**config.mk**
```make
export PLATFORM = sky130hd
export DESIGN_NAME = ascc_ctrl
export DESIGN_NICKNAME = d
export VERILOG_FILES = /design/src/ascc_pkg.sv /design/src/ascc_ctrl.sv
export SDC_FILE = /design/constraint.sdc
export NUM_CORES = 1
export LEC_CHECK = 0
export ABC_CLOCK_PERIOD_IN_PS = 6050
export BUFFER_PORTS_ARGS = -buffer_cell sky130_fd_sc_hd__buf_2
export CORE_ASPECT_RATIO = 0.5
export CORE_MARGIN = 4
export CORE_UTILIZATION = 36
export CTS_BUF_LIST = sky130_fd_sc_hd__clkbuf_8
export DETAILED_ROUTE_END_ITERATION = 8
export PLACE_DENSITY = 0.56
export SLEW_MARGIN = 15
export SYNTH_ARGS = -nofsm -noshare
export SYNTH_HDL_FRONTEND = slang
export SYNTH_SLANG_ARGS = --single-unit
```
**constraint.sdc**
```tcl
create_clock -name clk -period 6.05 [get_ports clk]
set_input_delay 1.21 -clock clk [delete_from_list [all_inputs] [get_ports clk]]
set_output_delay 1.21 -clock clk [all_outputs]
set_load 0.1 [all_outputs]
```
**src/ascc_pkg.sv**
```systemverilog
`default_nettype none

package ascc_pkg;
    // ----------------------------------------------------------------
    // Register map
    // ----------------------------------------------------------------
    localparam logic [7:0]  CTL_ADDR      = 8'h00;
    localparam logic [7:0]  OVS_ADDR      = 8'h04;
    localparam logic [7:0]  ASSIGN_ADDR   = 8'h14;
    localparam logic [31:0] ASSIGN_RESET  = 32'h0000_0010;
    // ----------------------------------------------------------------
    // Control register fields
    // ----------------------------------------------------------------
    localparam int CTL_SYNC_BIT  = 0;
    localparam int CTL_INIT_BIT  = 1;
    localparam int CTL_CAL_BIT   = 2;
    localparam int CTL_PASS_BIT  = 3;
    localparam int CTL_READY_BIT = 4;
    localparam int CTL_EVSEL_LO  = 5;
    localparam logic [1:0] EVSEL_NONE  = 2'h0;
    localparam logic [1:0] EVSEL_CAL   = 2'h1;
    localparam logic [1:0] EVSEL_READY = 2'h2;
    // ----------------------------------------------------------------
    // Assignment codes and group sources
    // ----------------------------------------------------------------
    localparam logic [3:0] CODE_GEN_A = 4'h0;
    localparam logic [3:0] CODE_GEN_B = 4'h1;
    localparam logic [3:0] CODE_EXT   = 4'h4;
    localparam logic [1:0] SRC_OFF    = 2'h0;
    localparam logic [1:0] SRC_GEN_A  = 2'h1;
    localparam logic [1:0] SRC_GEN_B  = 2'h2;
    localparam logic [1:0] SRC_EXT    = 2'h3;
    // ----------------------------------------------------------------
    // Timing
    // ----------------------------------------------------------------
    localparam int CLK_KHZ      = 50_000;
    localparam int SYNC_TIME_US = 4000;
    localparam int SYNC_CYC     = SYNC_TIME_US * CLK_KHZ / 1000;
    localparam int CAL_TIME_MS  = 5000;
    localparam int CAL_CYC      = CAL_TIME_MS * CLK_KHZ;
    localparam int FRAME_FULL   = 32;
    localparam int FRAME_HALF   = 16;
    // ----------------------------------------------------------------
    // Bus answers
    // ----------------------------------------------------------------
    localparam logic [1:0] RESP_OKAY   = 2'h0;
    localparam logic [1:0] RESP_SLVERR = 2'h2;

    typedef enum logic [2:0] {
        SQ_IDLE  = 3'b001,
        SQ_PULSE = 3'b010,
        SQ_WAIT  = 3'b100
    } ascc_seq_t;

    typedef enum logic [1:0] {
        CL_IDLE = 2'b01,
        CL_RUN  = 2'b10
    } ascc_cal_t;
endpackage

`default_nettype wire

```
**src/ascc_ctrl.sv**
```systemverilog
// Added by the designer: the register offsets and the AXI4-Lite interface to the registers.
`default_nettype none

module ascc_ctrl
    import ascc_pkg::*;
#(
    parameter int  SYNC_CYCLES = SYNC_CYC,
    parameter int  CAL_CYCLES  = CAL_CYC,
    parameter bit  HAS_EXT_OPT = 1'b0
)
(
    // Clock and reset
    input  wire logic        clk,
    input  wire logic        rstn,
    input  wire logic        ce,
    // AXI4-Lite write
    input  wire logic [7:0]  s_awaddr,
    input  wire logic        s_awvalid,
    output logic             s_awready,
    input  wire logic [31:0] s_wdata,
    input  wire logic [3:0]  s_wstrb,
    input  wire logic        s_wvalid,
    output logic             s_wready,
    output logic [1:0]       s_bresp,
    output logic             s_bvalid,
    input  wire logic        s_bready,
    // AXI4-Lite read
    input  wire logic [7:0]  s_araddr,
    input  wire logic        s_arvalid,
    output logic             s_arready,
    output logic [31:0]      s_rdata,
    output logic [1:0]       s_rresp,
    output logic             s_rvalid,
    input  wire logic        s_rready,
    // Board clocking and sync pins
    input  wire logic        multiboard_en,
    input  wire logic        ext_clk_in,
    input  wire logic        ext_sync_in,
    input  wire logic        gen_a_tick,
    input  wire logic        gen_b_tick,
    output logic             ext_clk_out,
    // Converter control
    output logic [1:0]       grp0_src,
    output logic [1:0]       grp1_src,
    output logic [1:0]       conv_start,
    output logic             adc_sync,
    // Calibration engine
    output logic             cal_busy,
    input  wire logic        cal_done,
    input  wire logic        cal_all_ok,
    // Selected event
    output logic             event_pulse
);

    // ----------------------------------------------------------------
    // State
    // ----------------------------------------------------------------
    logic        sync_bit_reg;
    logic        init_reg;
    logic        cal_bit_reg;
    logic        pass_reg;
    logic        ready_reg;
    logic [1:0]  evsel_reg;
    logic [7:0]  assign_reg;
    logic [1:0]  ovs_half_reg;
    ascc_seq_t   seq_reg;
    ascc_cal_t   cal_reg;
    logic [31:0] seq_cnt_reg;
    logic [31:0] cal_cnt_reg;
    logic        sync_in_d_reg;
    logic        ext_clk_d_reg;
    logic [4:0]  frame_cnt_reg [2];
    logic        aw_held_reg;
    logic        w_held_reg;
    logic [7:0]  aw_addr_reg;
    logic [31:0] w_data_reg;
    logic [3:0]  w_strb_reg;

    logic        wr_fire;
    logic        rd_fire;
    logic        wr_ctl;
    logic        ext_sync_rise;
    logic        ext_edge;
    logic        seq_done;
    logic        cal_finish;
    logic        any_on;
    logic [1:0]  src_next [2];
    logic [1:0]  tick;

    // ----------------------------------------------------------------
    // Helpers
    // ----------------------------------------------------------------
    function automatic logic [1:0] code_src(input logic [3:0] code,
                                            input logic       ext_ok);
        case (code)
            CODE_GEN_A: code_src = SRC_GEN_A;
            CODE_GEN_B: code_src = SRC_GEN_B;
            CODE_EXT:   code_src = ext_ok ? SRC_EXT : SRC_OFF;
            default:    code_src = SRC_OFF;
        endcase
    endfunction

    function automatic logic [7:0] merge8(input logic [7:0] old,
                                          input logic [7:0] nw,
                                          input logic       en);
        merge8 = en ? nw : old;
    endfunction

    // ----------------------------------------------------------------
    // Bus handshake
    // ----------------------------------------------------------------
    assign wr_fire = aw_held_reg && w_held_reg && !s_bvalid;
    assign rd_fire = s_arvalid && s_arready;
    assign wr_ctl  = wr_fire && (aw_addr_reg == CTL_ADDR) && w_strb_reg[0];

    always_ff @(posedge clk or negedge rstn)
    begin
        if (!rstn)
        begin
            aw_held_reg <= 1'b0;
            w_held_reg  <= 1'b0;
            aw_addr_reg <= 8'h00;
            w_data_reg  <= 32'h0000_0000;
            w_strb_reg  <= 4'h0;
            s_awready   <= 1'b1;
            s_wready    <= 1'b1;
            s_bvalid    <= 1'b0;
            s_bresp     <= RESP_OKAY;
        end
        else if (ce)
        begin
            if (s_awvalid && s_awready)
            begin
                aw_held_reg <= 1'b1;
                aw_addr_reg <= s_awaddr;
                s_awready   <= 1'b0;
            end
            if (s_wvalid && s_wready)
            begin
                w_held_reg <= 1'b1;
                w_data_reg <= s_wdata;
                w_strb_reg <= s_wstrb;
                s_wready   <= 1'b0;
            end
            if (wr_fire)
            begin
                aw_held_reg <= 1'b0;
                w_held_reg  <= 1'b0;
                s_bvalid    <= 1'b1;
                case (aw_addr_reg)
                    CTL_ADDR, OVS_ADDR, ASSIGN_ADDR: s_bresp <= RESP_OKAY;
                    default:                         s_bresp <= RESP_SLVERR;
                endcase
            end
            else if (s_bvalid && s_bready)
            begin
                s_bvalid  <= 1'b0;
                s_awready <= 1'b1;
                s_wready  <= 1'b1;
            end
        end
    end

    always_ff @(posedge clk or negedge rstn)
    begin
        if (!rstn)
        begin
            s_arready <= 1'b1;
            s_rvalid  <= 1'b0;
            s_rdata   <= 32'h0000_0000;
            s_rresp   <= RESP_OKAY;
        end
        else if (ce)
        begin
            if (rd_fire)
            begin
                s_arready <= 1'b0;
                s_rvalid  <= 1'b1;
                s_rresp   <= RESP_OKAY;
                case (s_araddr)
                    CTL_ADDR:
                        s_rdata <= {25'h0, evsel_reg, ready_reg, pass_reg,
                                    cal_bit_reg, init_reg, sync_bit_reg};
                    OVS_ADDR:    s_rdata <= {30'h0, ovs_half_reg};
                    ASSIGN_ADDR: s_rdata <= {24'h0, assign_reg};
                    default:
                    begin
                        s_rdata <= 32'h0000_0000;
                        s_rresp <= RESP_SLVERR;
                    end
                endcase
            end
            else if (s_rvalid && s_rready)
            begin
                s_rvalid  <= 1'b0;
                s_arready <= 1'b1;
            end
        end
    end

    // ----------------------------------------------------------------
    // Configuration registers
    // ----------------------------------------------------------------
    always_ff @(posedge clk or negedge rstn)
    begin
        if (!rstn)
        begin
            init_reg     <= 1'b0;
            evsel_reg    <= EVSEL_NONE;
            assign_reg   <= ASSIGN_RESET[7:0];
            ovs_half_reg <= 2'h0;
        end
        else if (ce && wr_fire)
        begin
            case (aw_addr_reg)
                CTL_ADDR:
                if (w_strb_reg[0])
                begin
                    init_reg  <= w_data_reg[CTL_INIT_BIT];
                    evsel_reg <= w_data_reg[CTL_EVSEL_LO +: 2];
                end
                OVS_ADDR:
                if (w_strb_reg[0])
                    ovs_half_reg <= w_data_reg[1:0];
                ASSIGN_ADDR:
                    assign_reg <= merge8(assign_reg, w_data_reg[7:0],
                                         w_strb_reg[0]);
                default: ;
            endcase
        end
    end

    // ----------------------------------------------------------------
    // Clock sources per group
    // ----------------------------------------------------------------
    always_comb
    begin
        src_next[0] = code_src(assign_reg[3:0],
                               !init_reg || HAS_EXT_OPT);
        src_next[1] = code_src(assign_reg[7:4],
                               !init_reg || (HAS_EXT_OPT &&
                               assign_reg[3:0] == CODE_EXT));
    end

    assign ext_edge = ext_clk_in && !ext_clk_d_reg;

    always_comb
    begin
        for (int g = 0; g < 2; g++)
        begin
            case (src_next[g])
                SRC_GEN_A: tick[g] = gen_a_tick;
                SRC_GEN_B: tick[g] = gen_b_tick;
                SRC_EXT:   tick[g] = ext_edge;
                default:   tick[g] = 1'b0;
            endcase
        end
    end

    always_ff @(posedge clk or negedge rstn)
    begin
        if (!rstn)
        begin
            grp0_src      <= SRC_OFF;
            grp1_src      <= SRC_OFF;
            ext_clk_out   <= 1'b0;
            ext_clk_d_reg <= 1'b0;
        end
        else if (ce)
        begin
            grp0_src      <= src_next[0];
            grp1_src      <= src_next[1];
            ext_clk_out   <= init_reg ? 1'b0 : ext_clk_in;
            ext_clk_d_reg <= ext_clk_in;
        end
    end

    // ----------------------------------------------------------------
    // Conversion frames
    // ----------------------------------------------------------------
    always_ff @(posedge clk or negedge rstn)
    begin
        if (!rstn)
        begin
            frame_cnt_reg[0] <= 5'h00;
            frame_cnt_reg[1] <= 5'h00;
            conv_start       <= 2'h0;
        end
        else if (ce)
        begin
            for (int g = 0; g < 2; g++)
            begin
                conv_start[g] <= 1'b0;
                if (adc_sync)
                    frame_cnt_reg[g] <= 5'h00;
                else if (tick[g])
                begin
                    if (frame_cnt_reg[g] == 5'(ovs_half_reg[g] ?
                        FRAME_HALF - 1 : FRAME_FULL - 1))
                    begin
                        frame_cnt_reg[g] <= 5'h00;
                        conv_start[g]    <= 1'b1;
                    end
                    else
                        frame_cnt_reg[g] <= frame_cnt_reg[g] + 5'h01;
                end
            end
        end
    end

    // ----------------------------------------------------------------
    // Synchronization sequence
    // ----------------------------------------------------------------
    assign ext_sync_rise = multiboard_en && ext_sync_in && !sync_in_d_reg;
    assign seq_done = (seq_reg == SQ_WAIT) &&
                      (seq_cnt_reg == 32'(SYNC_CYCLES - 1));

    always_ff @(posedge clk or negedge rstn)
    begin
        if (!rstn)
        begin
            seq_reg       <= SQ_IDLE;
            seq_cnt_reg   <= 32'h0000_0000;
            sync_bit_reg  <= 1'b0;
            sync_in_d_reg <= 1'b0;
            adc_sync      <= 1'b0;
        end
        else if (ce)
        begin
            sync_in_d_reg <= ext_sync_in;
            adc_sync      <= 1'b0;
            if (ext_sync_rise)
            begin
                seq_reg <= SQ_PULSE;
            end
            else
            begin
                case (seq_reg)
                    SQ_IDLE:
                    if (wr_ctl && w_data_reg[CTL_SYNC_BIT])
                    begin
                        sync_bit_reg <= 1'b1;
                        seq_reg      <= SQ_PULSE;
                    end
                    SQ_PULSE:
                    begin
                        adc_sync    <= 1'b1;
                        seq_cnt_reg <= 32'h0000_0000;
                        seq_reg     <= SQ_WAIT;
                    end
                    SQ_WAIT:
                    if (seq_done)
                    begin
                        sync_bit_reg <= 1'b0;
                        seq_reg      <= SQ_IDLE;
                    end
                    else
                        seq_cnt_reg <= seq_cnt_reg + 32'h0000_0001;
                    default: seq_reg <= SQ_IDLE;
                endcase
            end
        end
    end

    // ----------------------------------------------------------------
    // Autocalibration
    // ----------------------------------------------------------------
    assign cal_finish = (cal_reg == CL_RUN) &&
        (cal_done || cal_cnt_reg == 32'(CAL_CYCLES - 1));

    always_ff @(posedge clk or negedge rstn)
    begin
        if (!rstn)
        begin
            cal_reg     <= CL_IDLE;
            cal_cnt_reg <= 32'h0000_0000;
            cal_bit_reg <= 1'b0;
            pass_reg    <= 1'b0;
            cal_busy    <= 1'b0;
        end
        else if (ce)
        begin
            case (cal_reg)
                CL_IDLE:
                if (wr_ctl && w_data_reg[CTL_CAL_BIT])
                begin
                    cal_bit_reg <= 1'b1;
                    cal_busy    <= 1'b1;
                    cal_cnt_reg <= 32'h0000_0000;
                    cal_reg     <= CL_RUN;
                end
                CL_RUN:
                if (cal_finish)
                begin
                    cal_bit_reg <= 1'b0;
                    cal_busy    <= 1'b0;
                    pass_reg    <= cal_done && cal_all_ok;
                    cal_reg     <= CL_IDLE;
                end
                else
                    cal_cnt_reg <= cal_cnt_reg + 32'h0000_0001;
                default: cal_reg <= CL_IDLE;
            endcase
        end
    end

    // ----------------------------------------------------------------
    // Ready flag and event selection
    // ----------------------------------------------------------------
    assign any_on = (src_next[0] != SRC_OFF) || (src_next[1] != SRC_OFF);

    always_ff @(posedge clk or negedge rstn)
    begin
        if (!rstn)
        begin
            ready_reg   <= 1'b0;
            event_pulse <= 1'b0;
        end
        else if (ce)
        begin
            ready_reg <= any_on && !sync_bit_reg &&
                         (seq_reg == SQ_IDLE) && !ext_sync_rise;
            case (evsel_reg)
                EVSEL_CAL:   event_pulse <= cal_finish;
                EVSEL_READY: event_pulse <= any_on && !ready_reg &&
                    !sync_bit_reg && (seq_reg == SQ_IDLE) &&
                    !ext_sync_rise;
                default:     event_pulse <= 1'b0;
            endcase
        end
    end

endmodule // ascc_ctrl

`default_nettype wire

```
==> key figures <==
Setup path
  • Crit-path cells: buf_2, buf_4, inv_2, nor3_1, nor2_2, a2111oi_4, a31oi_1, a41o_1
  • Critical path's slowest cell: a2111oi_4
  • Setup crit start: ce
  • Worst Path Arrival: 3830 ps
  • CP Data Required Time: 6390 ps
  • Max incr delay on CP: 880 ps
  • CP Launch Type: primary input
  • Flop2flop setup slack: 3080 ps
  • CP max FO: 28
  • CP top delay family: compound AO/OA/AOI/OAI gates
  • WS Path Type: primary input to flop
  • FF-to-FF Start: cal_reg[0]
  • Worst path bufs/invs: 3
  • CP Capture Type: flop

Clock network
  • Clock buffer count from CTS: 17
  • Clk slew on worst S/H paths: 90 ps
  • Root Driver: clkbuf_8
  • CTS tree: yes
  • Clock Latency Late Sink: 460 ps
  • Hold_buf cts: 0
  • Total clock sinks: 141
  • CTS Buffer Depth: 2
  • Post-CTS resize count: 0
  • H-tree lvl count: 4
  • Setup repair bufs after CTS: 0

Yosys
  • Synthesized area per cell: 9.88 um^2
  • Synth cell types: 72
  • Synth top cells by count: dfrtp_1, nor2_1, nand2_1
  • Number of flops mapped to enable cells by yosys: 0
  • Synth Flop Type: dfrtp_1
  • Synth area leader: dfrtp_1
  • Synthesized cell area: 7520 um^2
  • Area share of the largest cell type after synthesis: 44.9%
  • Cells after synthesis: 761
  • Seq/Total Area, Yosys: 47.0%
  • Synth top area cells: dfrtp_1, mux2_2, nor2_1
  • Top-count cell post-synth: dfrtp_1
  • Yosys warns: 0
  • Seq cells post-synth: 141
  • Synth async-reset ratio: 100%

Pwr
  • Static Leak: 3.62 nW
  • PwrDens: 331 nW/um^2
  • Max VDD drop: 0.000106 V

Placed design
  • Gpl congestion: 0.776
  • Port Buffer Count: 64
  • Placed wire-length estimate: 11.4 mm
  • Area after DPL: 8010 um^2

Route
  • Final WL: 16.7 mm
  • Final antenna-violating net count: 0
  • Drt first pass iters: 5
  • Initial drt markers: 338
  • Post-DR vias/cell: 5.25
  • DR WL/cell: 15.1 um
  • Remaining DRCs: 0
  • Vias: 5824

Hold path
  • Worst Hold Class: flop to flop
  • Worst min-delay path startpoint: grp0_src[0]

Outcome
  • Status: finished, final reports clean

GRT
  • Vias in the first global route: 5550
  • First-pass GRT wire length: 27.5 mm
  • Gr ovfl total: 0
  • Largest net degree at the start of global routing: 88
  • GRT Overall Usage: 14.6%
  • Antenna violations before repair: 0

Floorplanning
  • Core Rows: 37
  • Die ar.: 23400 um^2
  • Core Region: 20500 um^2
  • Starting Density: 36.7%
  • Io pins: 118
  • Chip Height: 110 um
  • Die Span X: 212 um

Flow run
  • Max Cap Viol: 0

Timing
  • Worst slew pin tran: 952 ps
  • # setup viols final: 0
  • Crit share post-route: 57.6%
  • Relative slew margins: 36.0%
  • RSZ-0062 raised after global routing: false
  • Hold Vio Cnt, Final: 0
  • Fmax: 287 MHz
  • Clock Skew: 12.8 ps
  • Slew Limit Fails: 0
  • Final min period: 3490 ps
  • Setup_tns: 0 ps

Final layout
  • Post-route cell area: 8410 um^2
  • P&R area growth vs syn: 11.9%
  • Antenna fix cells: 0
  • Share of cells above drive strength 1: 20.1%
  • NumNets Final: 899
  • Filler instances: 2039
## cells in the final DEF (no fill, tap or decap), types with 8 or more instances in the layout
cell / instances
mux2i_1: 11
o2bb2ai_1: 11
nand2_1: 64
nand4_1: 16
and3_1: 11
nor4_1: 13
a31oi_1: 10
nor2_1: 67
a21oi_1: 42
o31ai_1: 10
o21ai_0: 37
nor3_1: 18
or3_1: 24
buf_2: 63
nand3_1: 34
conb_1: 26
xnor2_1: 22
clkbuf_8: 19
ha_1: 8
mux2_2: 34
a22oi_1: 8
dfrtp_1: 135
nand2b_1: 9
inv_1: 24
## final cells by class
type	count	area [um^2]	share of cell area, %
Timing Repair Buffer	70	375	4.46
Inverter	25	93.8	1.12
Sequential cell	141	3540	42.0
Tap cell	273	342	4.06
Multi-Input combinational cell	569	3670	43.7
Clock buffer	19	262	3.11
Clock inverter	13	130	1.55
## final timing paths
path | to | cells past startpoint
min in group asynchronous | cal_cnt_reg[23] | 1
min reg2reg | grp0_src[0] | 1
min | grp0_src[0] | 1
max in group asynchronous | frame_cnt_reg[1] | 2
max reg2reg | cal_cnt_reg[31] | 8
max | cal_cnt_reg[31] | 8
## where the power goes
part | switching, W | internal [W]
clock | 0.000412 | 0.000357
combinational | 0.000514 | 0.000246
sequential | 0.000152 | 0.00110
## per-layer routing
| metal | up-vias | routed length, um | global-route usage [%] |
|---|---|---|---|
| li1 | 2859 | - | - |
| met5 | - | 0 | 0 |
| met2 | 75 | 8480 | 25.8 |
| met4 | 0 | 141 | 3.77 |
| met3 | 15 | 479 | 3.05 |
| met1 | 2875 | 7650 | 18.4 |
## worst register-to-register path, cell delays in order (launching register included)
cell,delay [ps]
dfstp_2,540
inv_1,50
ha_1,310
nor4b_1,250
and4_4,280
nor2_2,140
a2111oi_4,890
a31oi_1,170
a41o_1,230
## per-stage QoR
stage | utilization [%] | power, W | hold slack (ps) | std cells | setup WS [ps]
floorplan | - | 0.00186 | 450 | 786 | 3260
global placement | 39.1 | 0.00201 | 461 | 1077 | 2170
detailed placement | 39.1 | 0.00203 | 468 | 1077 | 2090
CTS | 41.0 | 0.00281 | 491 | 1109 | 2600
global route | 41.0 | 0.00294 | 517 | 1110 | 2370
finish | 41.0 | 0.00278 | 482 | 1110 | 2560
## cells by family after synthesis
family / Yosys count / synth area share, %
and+or+nand+nor: 297 / 21.0
AOI/OAI and AO/OA: 165 / 15.4
DFF: 141 / 47.0
buffers and inverters: 76 / 5.43
muxes: 45 / 6.56
xor gates and xnor gates: 28 / 3.26
adders and majority gates: 8 / 1.33
other: 1 / 0.0499
(Power assumes the default switching activity.)
